[config.mk]
export PLATFORM = sky130hd
export DESIGN_NAME = acq_seq
export DESIGN_NICKNAME = d
export VERILOG_FILES = /design/src/rtl/acq_pkg.sv /design/src/rtl/ts_counter.sv /design/src/rtl/trig_detect.sv /design/src/rtl/acq_seq.sv
export SDC_FILE = /design/constraint.sdc
export NUM_CORES = 2
export LEC_CHECK = 0
export BUFFER_PORTS_ARGS = -buffer_cell sky130_fd_sc_hd__clkbuf_2
export CAP_MARGIN = 0
export CORE_UTILIZATION = 58
export CTS_BUF_LIST = sky130_fd_sc_hd__clkbuf_2 sky130_fd_sc_hd__clkbuf_4 sky130_fd_sc_hd__clkbuf_8
export DETAILED_ROUTE_END_ITERATION = 10
export GPL_TIMING_DRIVEN = 0
export PLACE_DENSITY = 0.89
export SYNTH_ARGS = -nofsm -noshare
export SYNTH_HDL_FRONTEND = slang
export SYNTH_SLANG_ARGS = --single-unit
[constraint.sdc]
create_clock -name CORE_CLK -period 13.9 [get_ports CORE_CLK]
set_input_delay 0.695 -clock CORE_CLK [delete_from_list [all_inputs] [get_ports CORE_CLK]]
set_output_delay 0.695 -clock CORE_CLK [all_outputs]
set_load 0.05 [all_outputs]
[src/rtl/acq_pkg.sv]
package acq_pkg;

  localparam logic [3:0] REG_CTRL    = 4'h0;
  localparam logic [3:0] REG_STATUS  = 4'h1;
  localparam logic [3:0] REG_PRE     = 4'h2;
  localparam logic [3:0] REG_POST    = 4'h3;
  localparam logic [3:0] REG_RECS    = 4'h4;
  localparam logic [3:0] REG_LEVEL   = 4'h5;
  localparam logic [3:0] REG_DONE    = 4'h6;
  localparam logic [3:0] REG_TS_LO   = 4'h7;
  localparam logic [3:0] REG_TS_HI   = 4'h8;
  localparam logic [3:0] REG_RD_ADDR = 4'h9;
  localparam logic [3:0] REG_RD_DATA = 4'ha;

  localparam int CTRL_START     = 0;
  localparam int CTRL_ABORT     = 1;
  localparam int CTRL_TS_CLR    = 2;
  localparam int CTRL_DUAL      = 3;
  localparam int CTRL_TS_FIXED  = 4;
  localparam int CTRL_CLR_START = 5;
  localparam int CTRL_SLOPE_NEG = 6;
  localparam int CTRL_SRC_B     = 7;

  localparam int STAT_BUSY  = 0;
  localparam int STAT_ARMED = 1;
  localparam int STAT_DONE  = 2;
  localparam int STAT_OVF   = 3;

  localparam logic [15:0] PRE_RST   = 16'h0010;
  localparam logic [15:0] POST_RST  = 16'h0030;
  localparam logic [31:0] RECS_RST  = 32'h0000_0001;
  localparam logic [15:0] LEVEL_RST = 16'h0000;
  localparam logic [7:0]  CTRL_RST  = 8'h00;

  localparam int TS_W       = 44;
  localparam int SAMPLE_W   = 16;
  localparam int FOOT_WORDS = 4;
  localparam int RD_LAT     = 1;

  localparam int CLK_PERIOD_NS = 10;
  localparam int REARM_MAX_NS  = 1000;
  localparam int REARM_MAX_CYC = REARM_MAX_NS / CLK_PERIOD_NS;
  localparam int FIXED_CLK_NS  = 100;
  localparam int FIXED_DIV     = FIXED_CLK_NS / CLK_PERIOD_NS;

  typedef enum logic [3:0] {
    S_IDLE  = 4'b0001,
    S_ARMED = 4'b0010,
    S_POST  = 4'b0100,
    S_FOOT  = 4'b1000
  } state_e;

endpackage

[src/rtl/ts_counter.sv]
`timescale 1ns/100ps
`default_nettype none
module ts_counter #(
  parameter int W   = acq_pkg::TS_W,
  parameter int DIV = acq_pkg::FIXED_DIV
) (
  input  wire logic         clk,
  input  wire logic         rst,
  input  wire logic         ce,
  input  wire logic         clr,
  input  wire logic         samp_tick,
  input  wire logic         sel_fixed,
  output logic      [W-1:0] count
);

  logic [15:0] div_cnt;
  logic [15:0] next_div_cnt;
  logic [W-1:0] next_count;
  logic        tick;

  always_comb begin
    next_div_cnt = (div_cnt == 16'(DIV - 1)) ? 16'h0000 : div_cnt + 16'h0001;
    tick = sel_fixed ? (div_cnt == 16'(DIV - 1)) : samp_tick;
    next_count = count;
    if (clr) begin
      next_count = '0;
    end else if (tick) begin
      next_count = count + W'(1);
    end
  end

  always_ff @(posedge clk) begin
    if (rst) begin
      div_cnt <= 16'h0000;
      count   <= '0;
    end else if (ce) begin
      div_cnt <= next_div_cnt;
      count   <= next_count;
    end
  end
endmodule
`default_nettype wire

[src/rtl/trig_detect.sv]
`timescale 1ns/100ps
`default_nettype none
module trig_detect #(
  parameter int W = acq_pkg::SAMPLE_W
) (
  input  wire logic         clk,
  input  wire logic         rst,
  input  wire logic         ce,
  input  wire logic         valid,
  input  wire logic [W-1:0] sample,
  input  wire logic [W-1:0] level,
  input  wire logic         slope_neg,
  output logic              trig
);

  logic [W-1:0] prev;
  logic         have_prev;
  logic [W-1:0] next_prev;
  logic         next_have_prev;
  logic         up;
  logic         down;

  always_comb begin
    up   = ($signed(prev) < $signed(level)) && ($signed(sample) >= $signed(level));
    down = ($signed(prev) > $signed(level)) && ($signed(sample) <= $signed(level));
    trig = valid && have_prev && (slope_neg ? down : up);
    next_prev      = valid ? sample : prev;
    next_have_prev = have_prev || valid;
  end

  always_ff @(posedge clk) begin
    if (rst) begin
      prev      <= '0;
      have_prev <= 1'b0;
    end else if (ce) begin
      prev      <= next_prev;
      have_prev <= next_have_prev;
    end
  end
endmodule
`default_nettype wire

[src/rtl/acq_seq.sv]
// Design decisions made here: register access over Avalon-MM and the placing of the registers.
`timescale 1ns/100ps
`default_nettype none
module acq_seq #(
  parameter int AW = 32
) (
  input  wire logic        CORE_CLK,
  input  wire logic        RESET,
  input  wire logic        CE,
  input  wire logic [3:0]  AVS_ADDRESS,
  input  wire logic        AVS_READ,
  input  wire logic        AVS_WRITE,
  input  wire logic [31:0] AVS_WRITEDATA,
  output logic      [31:0] AVS_READDATA,
  output logic             AVS_WAITREQUEST,
  input  wire logic        SAMPLE_VALID,
  input  wire logic [15:0] SAMPLE_A,
  input  wire logic [15:0] SAMPLE_B,
  output logic             MEM_A_WE,
  output logic    [AW-1:0] MEM_A_ADDR,
  output logic      [15:0] MEM_A_DATA,
  output logic             MEM_B_WE,
  output logic    [AW-1:0] MEM_B_ADDR,
  output logic      [15:0] MEM_B_DATA,
  output logic             MEM_RD_EN,
  output logic    [AW-1:0] MEM_RD_ADDR,
  input  wire logic [15:0] MEM_RD_DATA
);

  localparam int REARM_BOUND = acq_pkg::REARM_MAX_CYC;
  localparam logic [AW-1:0] HALF = {1'b1, {(AW-1){1'b0}}};

  // Configuration and bus state
  logic [7:0]    ctrl;
  logic [15:0]   pre_cnt;
  logic [15:0]   post_cnt;
  logic [31:0]   rec_cnt;
  logic [15:0]   level;
  logic [AW-1:0] rd_addr;
  logic          av_wait;
  logic [31:0]   av_rdata;
  logic          rd_en;
  logic          rd_busy;
  logic [3:0]    rd_cnt;
  logic [7:0]    next_ctrl;
  logic [15:0]   next_pre_cnt;
  logic [15:0]   next_post_cnt;
  logic [31:0]   next_rec_cnt;
  logic [15:0]   next_level;
  logic [AW-1:0] next_rd_addr;
  logic          next_av_wait;
  logic [31:0]   next_av_rdata;
  logic          next_rd_en;
  logic          next_rd_busy;
  logic [3:0]    next_rd_cnt;

  // Sequencer state
  acq_pkg::state_e state;
  acq_pkg::state_e next_state;
  logic [AW-1:0] rb;
  logic [15:0]   pre_ptr;
  logic [15:0]   post_idx;
  logic [1:0]    foot_idx;
  logic [43:0]   ts_hold;
  logic [15:0]   ring_hold;
  logic [31:0]   recs_done;
  logic          done;
  logic          ovf;
  logic          mem_we;
  logic [AW-1:0] mem_off;
  logic [15:0]   mem_da;
  logic [15:0]   mem_db;
  logic [AW-1:0] next_rb;
  logic [15:0]   next_pre_ptr;
  logic [15:0]   next_post_idx;
  logic [1:0]    next_foot_idx;
  logic [43:0]   next_ts_hold;
  logic [15:0]   next_ring_hold;
  logic [31:0]   next_recs_done;
  logic          next_done;
  logic          next_ovf;
  logic          wr;
  logic [AW-1:0] off;
  logic [15:0]   da;
  logic [15:0]   db;

  logic          take;
  logic          busy;
  logic          start;
  logic          abort;
  logic          ts_clr;
  logic          trig;
  logic [43:0]   ts_now;
  logic [15:0]   post_eff;
  logic [AW:0]   stride;
  logic [AW:0]   limit;
  logic          seq_last;
  logic [15:0]   foot_word;

  ////////////////////////////////////////////////////////////////////////////
  // Timestamp counter and level trigger

  ts_counter #(
    .W   (acq_pkg::TS_W),
    .DIV (acq_pkg::FIXED_DIV)
  ) u_ts (
    .clk       (CORE_CLK),
    .rst       (RESET),
    .ce        (CE),
    .clr       (ts_clr),
    .samp_tick (SAMPLE_VALID),
    .sel_fixed (ctrl[acq_pkg::CTRL_TS_FIXED]),
    .count     (ts_now)
  );

  trig_detect #(
    .W (acq_pkg::SAMPLE_W)
  ) u_trig (
    .clk       (CORE_CLK),
    .rst       (RESET),
    .ce        (CE),
    .valid     (SAMPLE_VALID),
    .sample    (ctrl[acq_pkg::CTRL_SRC_B] ? SAMPLE_B : SAMPLE_A),
    .level     (level),
    .slope_neg (ctrl[acq_pkg::CTRL_SLOPE_NEG]),
    .trig      (trig)
  );

  ////////////////////////////////////////////////////////////////////////////
  // Shared decode

  always_comb begin
    busy     = (state != acq_pkg::S_IDLE);
    take     = (AVS_READ || AVS_WRITE) && av_wait && !rd_busy;
    start    = take && AVS_WRITE && AVS_ADDRESS == acq_pkg::REG_CTRL && AVS_WRITEDATA[acq_pkg::CTRL_START];
    abort    = take && AVS_WRITE && AVS_ADDRESS == acq_pkg::REG_CTRL && AVS_WRITEDATA[acq_pkg::CTRL_ABORT];
    ts_clr   = (take && AVS_WRITE && AVS_ADDRESS == acq_pkg::REG_CTRL && AVS_WRITEDATA[acq_pkg::CTRL_TS_CLR])
             || (start && !busy && AVS_WRITEDATA[acq_pkg::CTRL_CLR_START]);
    post_eff = (post_cnt == 16'h0000) ? 16'h0001 : post_cnt;
    stride   = (AW+1)'(pre_cnt) + (AW+1)'(post_eff) + (AW+1)'(acq_pkg::FOOT_WORDS);
    limit    = ctrl[acq_pkg::CTRL_DUAL] ? {1'b0, HALF} : {1'b1, {AW{1'b0}}};
    seq_last = (recs_done + 32'h1) >= rec_cnt;
    unique case (foot_idx)
      2'd0: foot_word = ts_hold[15:0];
      2'd1: foot_word = ts_hold[31:16];
      2'd2: foot_word = {4'h0, ts_hold[43:32]};
      2'd3: foot_word = ring_hold;
    endcase
  end

  ////////////////////////////////////////////////////////////////////////////
  // Avalon slave, configuration and memory readback

  always_comb begin
    next_ctrl     = ctrl;
    next_pre_cnt  = pre_cnt;
    next_post_cnt = post_cnt;
    next_rec_cnt  = rec_cnt;
    next_level    = level;
    next_rd_addr  = rd_addr;
    next_av_wait  = 1'b1;
    next_av_rdata = av_rdata;
    next_rd_en    = 1'b0;
    next_rd_busy  = rd_busy;
    next_rd_cnt   = rd_cnt;
    if (rd_busy) begin
      next_rd_cnt = rd_cnt - 4'h1;
      if (rd_cnt == 4'h0) begin
        next_av_rdata = {16'h0000, MEM_RD_DATA};
        next_av_wait  = 1'b0;
        next_rd_busy  = 1'b0;
        next_rd_cnt   = 4'h0;
        next_rd_addr  = rd_addr + AW'(1);
      end
    end else if (take && AVS_WRITE) begin
      next_av_wait = 1'b0;
      if (!busy) begin
        unique case (AVS_ADDRESS)
          acq_pkg::REG_CTRL:    next_ctrl     = {AVS_WRITEDATA[7:3], 3'b000};
          acq_pkg::REG_PRE:     next_pre_cnt  = AVS_WRITEDATA[15:0];
          acq_pkg::REG_POST:    next_post_cnt = AVS_WRITEDATA[15:0];
          acq_pkg::REG_RECS:    next_rec_cnt  = AVS_WRITEDATA;
          acq_pkg::REG_LEVEL:   next_level    = AVS_WRITEDATA[15:0];
          acq_pkg::REG_RD_ADDR: next_rd_addr  = AW'(AVS_WRITEDATA);
          default:              next_ctrl     = ctrl;
        endcase
      end
    end else if (take && AVS_READ && AVS_ADDRESS == acq_pkg::REG_RD_DATA && !busy) begin
      next_rd_en   = 1'b1;
      next_rd_busy = 1'b1;
      next_rd_cnt  = 4'(acq_pkg::RD_LAT);
    end else if (take && AVS_READ) begin
      next_av_wait = 1'b0;
      unique case (AVS_ADDRESS)
        acq_pkg::REG_CTRL:    next_av_rdata = {24'h0, ctrl};
        acq_pkg::REG_STATUS:  next_av_rdata = {28'h0, ovf, done, state == acq_pkg::S_ARMED, busy};
        acq_pkg::REG_PRE:     next_av_rdata = {16'h0, pre_cnt};
        acq_pkg::REG_POST:    next_av_rdata = {16'h0, post_cnt};
        acq_pkg::REG_RECS:    next_av_rdata = rec_cnt;
        acq_pkg::REG_LEVEL:   next_av_rdata = {16'h0, level};
        acq_pkg::REG_DONE:    next_av_rdata = recs_done;
        acq_pkg::REG_TS_LO:   next_av_rdata = ts_now[31:0];
        acq_pkg::REG_TS_HI:   next_av_rdata = {20'h0, ts_now[43:32]};
        acq_pkg::REG_RD_ADDR: next_av_rdata = 32'(rd_addr);
        default:              next_av_rdata = 32'h0000_0000;
      endcase
    end
  end

  always_ff @(posedge CORE_CLK) begin
    if (RESET) begin
      ctrl            <= acq_pkg::CTRL_RST;
      pre_cnt         <= acq_pkg::PRE_RST;
      post_cnt        <= acq_pkg::POST_RST;
      rec_cnt         <= acq_pkg::RECS_RST;
      level           <= acq_pkg::LEVEL_RST;
      rd_addr         <= '0;
      av_wait         <= 1'b1;
      av_rdata        <= 32'h0000_0000;
      rd_en           <= 1'b0;
      rd_busy         <= 1'b0;
      rd_cnt          <= 4'h0;
    end else if (CE) begin
      ctrl            <= next_ctrl;
      pre_cnt         <= next_pre_cnt;
      post_cnt        <= next_post_cnt;
      rec_cnt         <= next_rec_cnt;
      level           <= next_level;
      rd_addr         <= next_rd_addr;
      av_wait         <= next_av_wait;
      av_rdata        <= next_av_rdata;
      rd_en           <= next_rd_en;
      rd_busy         <= next_rd_busy;
      rd_cnt          <= next_rd_cnt;
    end
  end

  assign AVS_WAITREQUEST = av_wait;
  assign AVS_READDATA    = av_rdata;
  assign MEM_RD_EN       = rd_en;
  assign MEM_RD_ADDR     = rd_addr;

  ////////////////////////////////////////////////////////////////////////////
  // Record sequencer

  always_comb begin
    next_state     = state;
    next_rb        = rb;
    next_pre_ptr   = pre_ptr;
    next_post_idx  = post_idx;
    next_foot_idx  = foot_idx;
    next_ts_hold   = ts_hold;
    next_ring_hold = ring_hold;
    next_recs_done = recs_done;
    next_done      = done;
    next_ovf       = ovf;
    wr             = 1'b0;
    off            = '0;
    da             = SAMPLE_A;
    db             = SAMPLE_B;
    unique case (state)
      acq_pkg::S_IDLE: begin
        if (start) begin
          next_rb        = '0;
          next_recs_done = 32'h0;
          next_pre_ptr   = 16'h0000;
          next_done      = 1'b0;
          next_ovf       = stride > limit;
          next_done      = stride > limit;
          if (stride <= limit) begin
            next_state = acq_pkg::S_ARMED;
          end
        end
      end
      acq_pkg::S_ARMED: begin
        if (SAMPLE_VALID && trig) begin
          next_ts_hold   = ts_now;
          next_ring_hold = pre_ptr;
          wr             = 1'b1;
          off            = rb + AW'(pre_cnt);
          next_post_idx  = 16'h0001;
          next_foot_idx  = 2'd0;
          next_state     = (post_eff == 16'h0001) ? acq_pkg::S_FOOT : acq_pkg::S_POST;
        end else if (SAMPLE_VALID && pre_cnt != 16'h0000) begin
          wr           = 1'b1;
          off          = rb + AW'(pre_ptr);
          next_pre_ptr = (pre_ptr == pre_cnt - 16'h0001) ? 16'h0000 : pre_ptr + 16'h0001;
        end
      end
      acq_pkg::S_POST: begin
        if (SAMPLE_VALID) begin
          wr            = 1'b1;
          off           = rb + AW'(pre_cnt) + AW'(post_idx);
          next_post_idx = post_idx + 16'h0001;
          if (post_idx + 16'h0001 >= post_eff) begin
            next_state = acq_pkg::S_FOOT;
          end
        end
      end
      acq_pkg::S_FOOT: begin
        wr            = 1'b1;
        off           = rb + AW'(pre_cnt) + AW'(post_eff) + AW'(foot_idx);
        da            = foot_word;
        db            = foot_word;
        next_foot_idx = foot_idx + 2'd1;
        if (foot_idx == 2'd3) begin
          next_recs_done = recs_done + 32'h1;
          next_pre_ptr   = 16'h0000;
          next_rb        = rb + stride[AW-1:0];
          if (seq_last) begin
            next_state = acq_pkg::S_IDLE;
            next_done  = 1'b1;
          end else if ({1'b0, rb} + stride + stride > limit) begin
            next_state = acq_pkg::S_IDLE;
            next_done  = 1'b1;
            next_ovf   = 1'b1;
          end else begin
            next_state = acq_pkg::S_ARMED;
          end
        end
      end
      default: next_state = acq_pkg::S_IDLE;
    endcase
    if (abort && busy) begin
      next_state = acq_pkg::S_IDLE;
      next_done  = 1'b1;
      wr         = 1'b0;
    end
  end

  always_ff @(posedge CORE_CLK) begin
    if (RESET) begin
      state     <= acq_pkg::S_IDLE;
      rb        <= '0;
      pre_ptr   <= 16'h0000;
      post_idx  <= 16'h0000;
      foot_idx  <= 2'd0;
      ts_hold   <= 44'h0;
      ring_hold <= 16'h0000;
      recs_done <= 32'h0;
      done      <= 1'b0;
      ovf       <= 1'b0;
      mem_we    <= 1'b0;
      mem_off   <= '0;
      mem_da    <= 16'h0000;
      mem_db    <= 16'h0000;
    end else if (CE) begin
      state     <= next_state;
      rb        <= next_rb;
      pre_ptr   <= next_pre_ptr;
      post_idx  <= next_post_idx;
      foot_idx  <= next_foot_idx;
      ts_hold   <= next_ts_hold;
      ring_hold <= next_ring_hold;
      recs_done <= next_recs_done;
      done      <= next_done;
      ovf       <= next_ovf;
      mem_we    <= wr;
      mem_off   <= off;
      mem_da    <= da;
      mem_db    <= db;
    end
  end

  // Channel B lands in the upper half when both channels run
  logic          dual_we;
  logic [AW-1:0] mem_b_off;
  always_ff @(posedge CORE_CLK) begin
    if (RESET) begin
      dual_we   <= 1'b0;
      mem_b_off <= '0;
    end else if (CE) begin
      dual_we   <= wr && ctrl[acq_pkg::CTRL_DUAL];
      mem_b_off <= off + HALF;
    end
  end

  assign MEM_A_WE   = mem_we;
  assign MEM_A_ADDR = mem_off;
  assign MEM_A_DATA = mem_da;
  assign MEM_B_WE   = dual_we;
  assign MEM_B_ADDR = mem_b_off;
  assign MEM_B_DATA = mem_db;
endmodule
`default_nettype wire

* Word level (Yosys, flattened, before mapping)
Index checks and enable logic that the tools add are counted.
Widths: inputs -> output; s select.
** Operators by class
- Add/subtract/negate cells :: 20
- Order comparisons :: 9
- Eq/ne operators :: 40
- Multiplexer cells :: 80
- Bitwise gates (word level) :: 2
- Reduce and logical (&&, ||, !) cells :: 58
** Operators with widths (number)
- $mux 32 :: 16
- $pmux 32 s10 :: 1
- $mux 16 :: 12
- $add 32x16->32 :: 4
- $pmux 32 s2 :: 2
- $pmux 32 s3 :: 1
- $mux 44 :: 2
- $add 32x1->32 const B :: 2
- $pmux 16 s4 :: 1
- $add 16x1->16 const B :: 3
- $mux 4 :: 12
- $pmux 16 s3 :: 1
- $add 44x1->44 const B :: 1
- $reduce_and 5->1 :: 8
- $add 32x18->33 :: 1
- $add 33x18->33 :: 1
- $gt 18x33->1 :: 1
- $gt 33x33->1 :: 1
- $le 18x33->1 :: 1
- $mux 33 :: 1
- $add 32x18->32 :: 1
- $add 32x2->32 :: 1
- $add 32x32->32 const B :: 1
- $ge 16x16->1 :: 2
- other kinds (46) :: 132
** Storage, ports and cells
- Register bits after elaboration :: 495
- Input port bits :: 90
- Output and inout bits :: 164
- Logic and storage cells :: 240

* Longest topological paths before layout
- Word-level depth :: 12
- Depth in mapped cells :: 37
- Gate-level depth less buffers :: 37

* By module
Synthesis repeated with hierarchy kept, for this count alone.
** Second synthesis, totals
- Cell total of the unflattened synthesis :: 4271
- Area total of the unflattened synthesis :: 32337.3 µm²
** By module, submodules not included
- acq_seq :: times used 1, cells each 3715, area each 27760.4 µm²
- ts_counter :: times used 1, cells each 380, area each 3184.3 µm²
- trig_detect :: times used 1, cells each 176, area each 1392.6 µm²

* Worst setup path after synthesis
Ideal clock, no wire load.
- Path kind :: register -> register
- From :: register post_cnt[4]
- To :: register state[0]
- Setup time :: 133 ps
- Data arrival time :: 6999 ps
- Path slack :: 6768 ps
- Stages on the path, launching flop included :: 38
- Clock period less this slack :: 7132 ps
- Cell sequence :: dfxtp_1 nor4_1 nand4_1 nand2b_1 ha_1 ha_1 inv_1 fa_1 nor2b_1 o21ai_0 a21boi_0 o21ai_0 a21boi_0 o21ai_0 a21oi_1 or3_1 a21oi_1 xnor2_1 [2 not listed] a21o_1 a21oi_1 nor2_1 a211o_1 or2_2 nand2_1 xor2_1 ha_1 nor4bb_1 o2111a_1 nand4_1 a2111o_1 a2111oi_0 o2111ai_1 a2111oi_0 a21oi_1 o21ai_1 a22oi_1
** On the way
- Cells in the longest elaborated chain, start to end :: 12
- Elaborated cells between the ends (all ways) :: 17
- Classes of those cells :: 4 x add/sub; 3 x order compare; 2 x eq/ne; 6 x mux; 2 x reduce/logical
** RTL lines
- from (decl) :: RTL line acq_seq.sv:36 : logic [15:0] post_cnt;
- from (signal assigned) :: RTL line acq_seq.sv:214 : post_cnt <= acq_pkg::POST_RST;
- from (signal assigned) :: RTL line acq_seq.sv:226 : post_cnt <= next_post_cnt;
- $logic_not 16->1 :: RTL line acq_seq.sv:139 : post_eff = (post_cnt == 16'h0000) ? 16'h0001 : post_cnt;
- $mux 16 (*) :: RTL line acq_seq.sv:139
- $add 16x16->17 :: RTL line acq_seq.sv:140 : stride = (AW+1)'(pre_cnt) + (AW+1)'(post_eff) + (AW+1)'(acq_pkg::FOOT_WORDS);
- $add 17x3->18 :: RTL line acq_seq.sv:140
- $add 32x18->33 :: RTL line acq_seq.sv:313 : end else if ({1'b0, rb} + stride + stride > limit) begin
- $add 33x18->33 :: RTL line acq_seq.sv:313
- $gt 33x33->1 :: RTL line acq_seq.sv:313
- $mux 2 :: RTL line acq_seq.sv:313
- $mux 2 :: RTL line acq_seq.sv:310 : if (seq_last) begin
- $mux 4 :: RTL line acq_seq.sv:306 : if (foot_idx == 2'd3) begin
- $pmux 4 s4 :: RTL line acq_seq.sv:261 : unique case (state)
- $mux 4 :: RTL line acq_seq.sv:324 : if (abort && busy) begin
- to (signal assigned) :: RTL line acq_seq.sv:333 : state <= acq_pkg::S_IDLE;
- to (signal assigned) :: RTL line acq_seq.sv:348 : state <= next_state;
- to (decl) :: RTL line acq_seq.sv:58 : acq_pkg::state_e state;
Mark *: on every way between the ends. The rest lies on a longest branch, timed or not. The select of a mux whose other input is x is not followed.
A chain may end at the register's enable or synchronous reset.

* Worst setup path in the final report
Ends and elaborated chain as after synthesis.

==> flow_summary.json <==
{
  "drt_iter0_drc": 5038,
  "hp-start": "AVS_WRITEDATA[20]",
  "endpoint_kind": "flop",
  "power.leakage_nw": 14.4,
  "async_reset_ff_frac": 0,
  "post-route-period-util": 0.697,
  "ios": 254,
  "synth.cell_area_um2": 31900,
  "ys.flop_type": "dfxtp_1",
  "skew_ns": 0.0375,
  "reg2reg_slack_ns": 4.21,
  "holdBufCountCts": 0,
  "antenna_found_initial": 10,
  "postCtsResizedCells": 0,
  "tritoncts": "done",
  "max-cap-violations": 0,
  "first_pass_iters": 11,
  "worst-path-buf-inv": 1,
  "tightest_slew_ns": 1.37,
  "whs_path_depth": 3,
  "cpLargestDelayFamily": "compound AO/OA/AOI/OAI gates",
  "drv_slew": 0,
  "synth_cell_types": 96,
  "grt_first_pass_wirelength_mm": 191,
  "use_met1": 0.535,
  "seqPwrFrac": 0.436,
  "p_sw_w": 0.000871,
  "final_net_count": 4859,
  "p_comb_frac": 0.097,
  "grt_pass1_vias": 32300,
  "grt_max_degree": 13,
  "critical_path.startpoint_type": "flop",
  "numCtsBuffers": 83,
  "grt_util_met2": 0.660,
  "critPathKind": "reg2reg",
  "p_clk_frac": 0.467,
  "finalSetupViolations": 0,
  "dpl.hpwl_mm": 98.7,
  "slowest_delay_ns": 0.58,
  "wl_per_cell_um": 24.3,
  "synth_edf_count": 0,
  "nFillCells": 4552,
  "wl_mm": 129,
  "clkSlewWorstSetupHoldPaths_ns": 0.07,
  "grt_overflow": 0,
  "rr_startpoint": "post_cnt[4]",
  "seq_area_frac_synth": 0.291,
  "cts-htree-levels": 3,
  "cts.repair_timing.setup_buffer_count": 0,
  "rows": 85,
  "r2r_cells": 37,
  "yosys_warnings": 0,
  "globalRouteMet3Util": 0.145,
  "busiest_layer": "met2",
  "powerDensity_nw_per_um2": 87.4,
  "switching_share": 0.277,
  "cts_buffer_depth": 3,
  "critPathLaunch": "post_cnt[4]",
  "syn2layout_area_growth_pct": 12.6,
  "avgSynthCellArea_um2": 7.62,
  "rsz0062_at_grt": "false",
  "ant_nets": 0,
  "cpMaxStageDelayCell": "a2111oi_0",
  "gr-usage-all-layers": 0.444,
  "detailroute.via_count": 35600,
  "cp_data_required_time_ns": 14.44,
  "worstPathMaxFanout": 6,
  "whs_endpoint": "rec_cnt[20]",
  "hold_path_class": "in2reg",
  "layout.cells.most_common_list": "nand2_1 (547), dfxtp_1 (464), nor2_1 (428)",
  "hold_slack_ns": 0.235,
  "rr_endpoint": "state[0]",
  "fin_setup_tns_ns": 0,
  "violations": "design-rule violations",
  "arrival_ns": 10.23,
  "synth-seq-cells": 464,
  "status": "complete, but fails checks",
  "syn_inst": 4188,
  "worst-path-stages": 37,
  "intPower_w": 0.00227,
  "dieArea_um2": 56000,
  "drc": 6,
  "portBuffers": 247,
  "clk_latency_ns": 0.71,
  "mappedNetlistNets": 4526,
  "gp_congestion": 1.14,
  "viasPerCell": 6.72,
  "irDropWorstVdd_mv": 0.0907,
  "hold_viol": 0,
  "fin_crit_ns": 9.69,
  "die_width_um": 237,
  "final_common_cell": "nand2_1",
  "root_buffer": "clkbuf_8",
  "core_um2": 54100,
  "relSlewSlack": 0.0868,
  "final_layout_size_suffix_gt1_frac": 0.118,
  "numClockSinks": 464,
  "dieHeight_um": 237,
  "fmax_ghz": 0.103,
  "initial_core_util": 0.590
}
## worst min-delay path: stages
cell and delay (ns):
clkbuf_2 0.10, nand2_1 0.05, a21oi_1 0.05
## per-layer routing
layer	wire length, um	vias to the layer above
met5	108	-
met4	11600	10
met3	18800	756
met2	53100	2817
met1	45200	16300
li1	-	15700
## through the flow
step | worst slack (ns) | power, W | area, um^2 | utilization | cells
6_report | 4.21 | 0.00314 | 36000 | 0.664 | 5290
5_1_grt | 3.76 | 0.00321 | 35900 | 0.664 | 5285
4_1_cts | 4.50 | 0.00312 | 35900 | 0.664 | 5282
3_5_place_dp | 4.65 | 0.00168 | 34000 | 0.629 | 5132
3_3_place_gp | 4.79 | 0.00168 | 34000 | 0.629 | 5131
2_1_floorplan | 6.77 | 0.00157 | 31900 | - | 4188
## registers in the layout, indices dropped and copies added (netlist names), 32 cells and up
signal / count
u_ts.count: 44
rb: 32
recs_done: 32
MEM_A_ADDR: 32
rec_cnt: 32
AVS_READDATA: 32
ts_hold: 44
MEM_RD_ADDR: 32
## worst max-delay path by stage
stage / endpoint / slack (ns)
after floorplan: state[0] / 6.77
after global placement: state[0] / 4.79
after detailed placement: state[0] / 4.65
after CTS: state[0] / 4.50
after global routing: state[0] / 3.76
final: state[0] / 4.21
## cells by family (layout without fill, tap and decap cells)
family	Yosys count	after routing	share of synthesized area
simple gates	1558	1558	0.225
other cells	0	8	0
xor+xnor	264	264	0.0729
buf+inv	450	848	0.0589
fa+ha+maj	248	248	0.0993
compound gates	1148	1148	0.234
mux	56	56	0.0185
flops	464	464	0.291
## layout make-up
type	count	area (um^2)	area share
clock buffers	136	1680	0.0468
repair buffers	248	1240	0.0346
clock inverters	14	204	0.00567
inverters	151	567	0.0158
plain buffers	299	1310	0.0365
diodes	8	20.0	0.000557
flip-flops and latches	464	9290	0.258
well taps	696	871	0.0242
multi-input cells	3274	20800	0.577
## power groups by stage
stage	logic [W]	registers [W]	clock network (W)
final	0.000306	0.00137	0.00147
after CTS	0.000291	0.00137	0.00146
after detailed placement	0.000289	0.00140	0
after global placement	0.000284	0.00140	0
after floorplan	0.000141	0.00143	0
after global routing	0.000317	0.00137	0.00153
## cell usage after synthesis (21+ instances only)
| cell | count | area, um^2 |
|---|---|---|
| inv_1 | 150 | 563 |
| xnor2_1 | 137 | 1200 |
| nand3_1 | 138 | 691 |
| a221oi_1 | 52 | 455 |
| dfxtp_1 | 464 | 9290 |
| a21oi_1 | 417 | 2090 |
| nor4_1 | 26 | 163 |
| xor2_1 | 125 | 1090 |
| buf_2 | 21 | 105 |
| nor2b_1 | 22 | 138 |
| o21a_1 | 25 | 188 |
| ha_1 | 239 | 2990 |
| nand2_1 | 547 | 2050 |
| and3_1 | 56 | 350 |
| nand2b_1 | 31 | 194 |
| a21o_1 | 55 | 413 |
| a22oi_1 | 103 | 773 |
| or3_1 | 29 | 181 |
| mux2_2 | 24 | 270 |
| o21ai_0 | 176 | 881 |
| clkbuf_1 | 225 | 845 |
| a211oi_1 | 63 | 473 |
| nor3_1 | 102 | 510 |
| a222oi_1 | 21 | 210 |
| nand4_1 | 62 | 388 |
| nor2_1 | 428 | 1610 |
| a22o_1 | 26 | 228 |
| and2_1 | 26 | 163 |
| o211ai_1 | 24 | 180 |
| mux2i_1 | 32 | 320 |
| buf_4 | 42 | 315 |
Note: power is estimated with default switching activity, not from simulation.
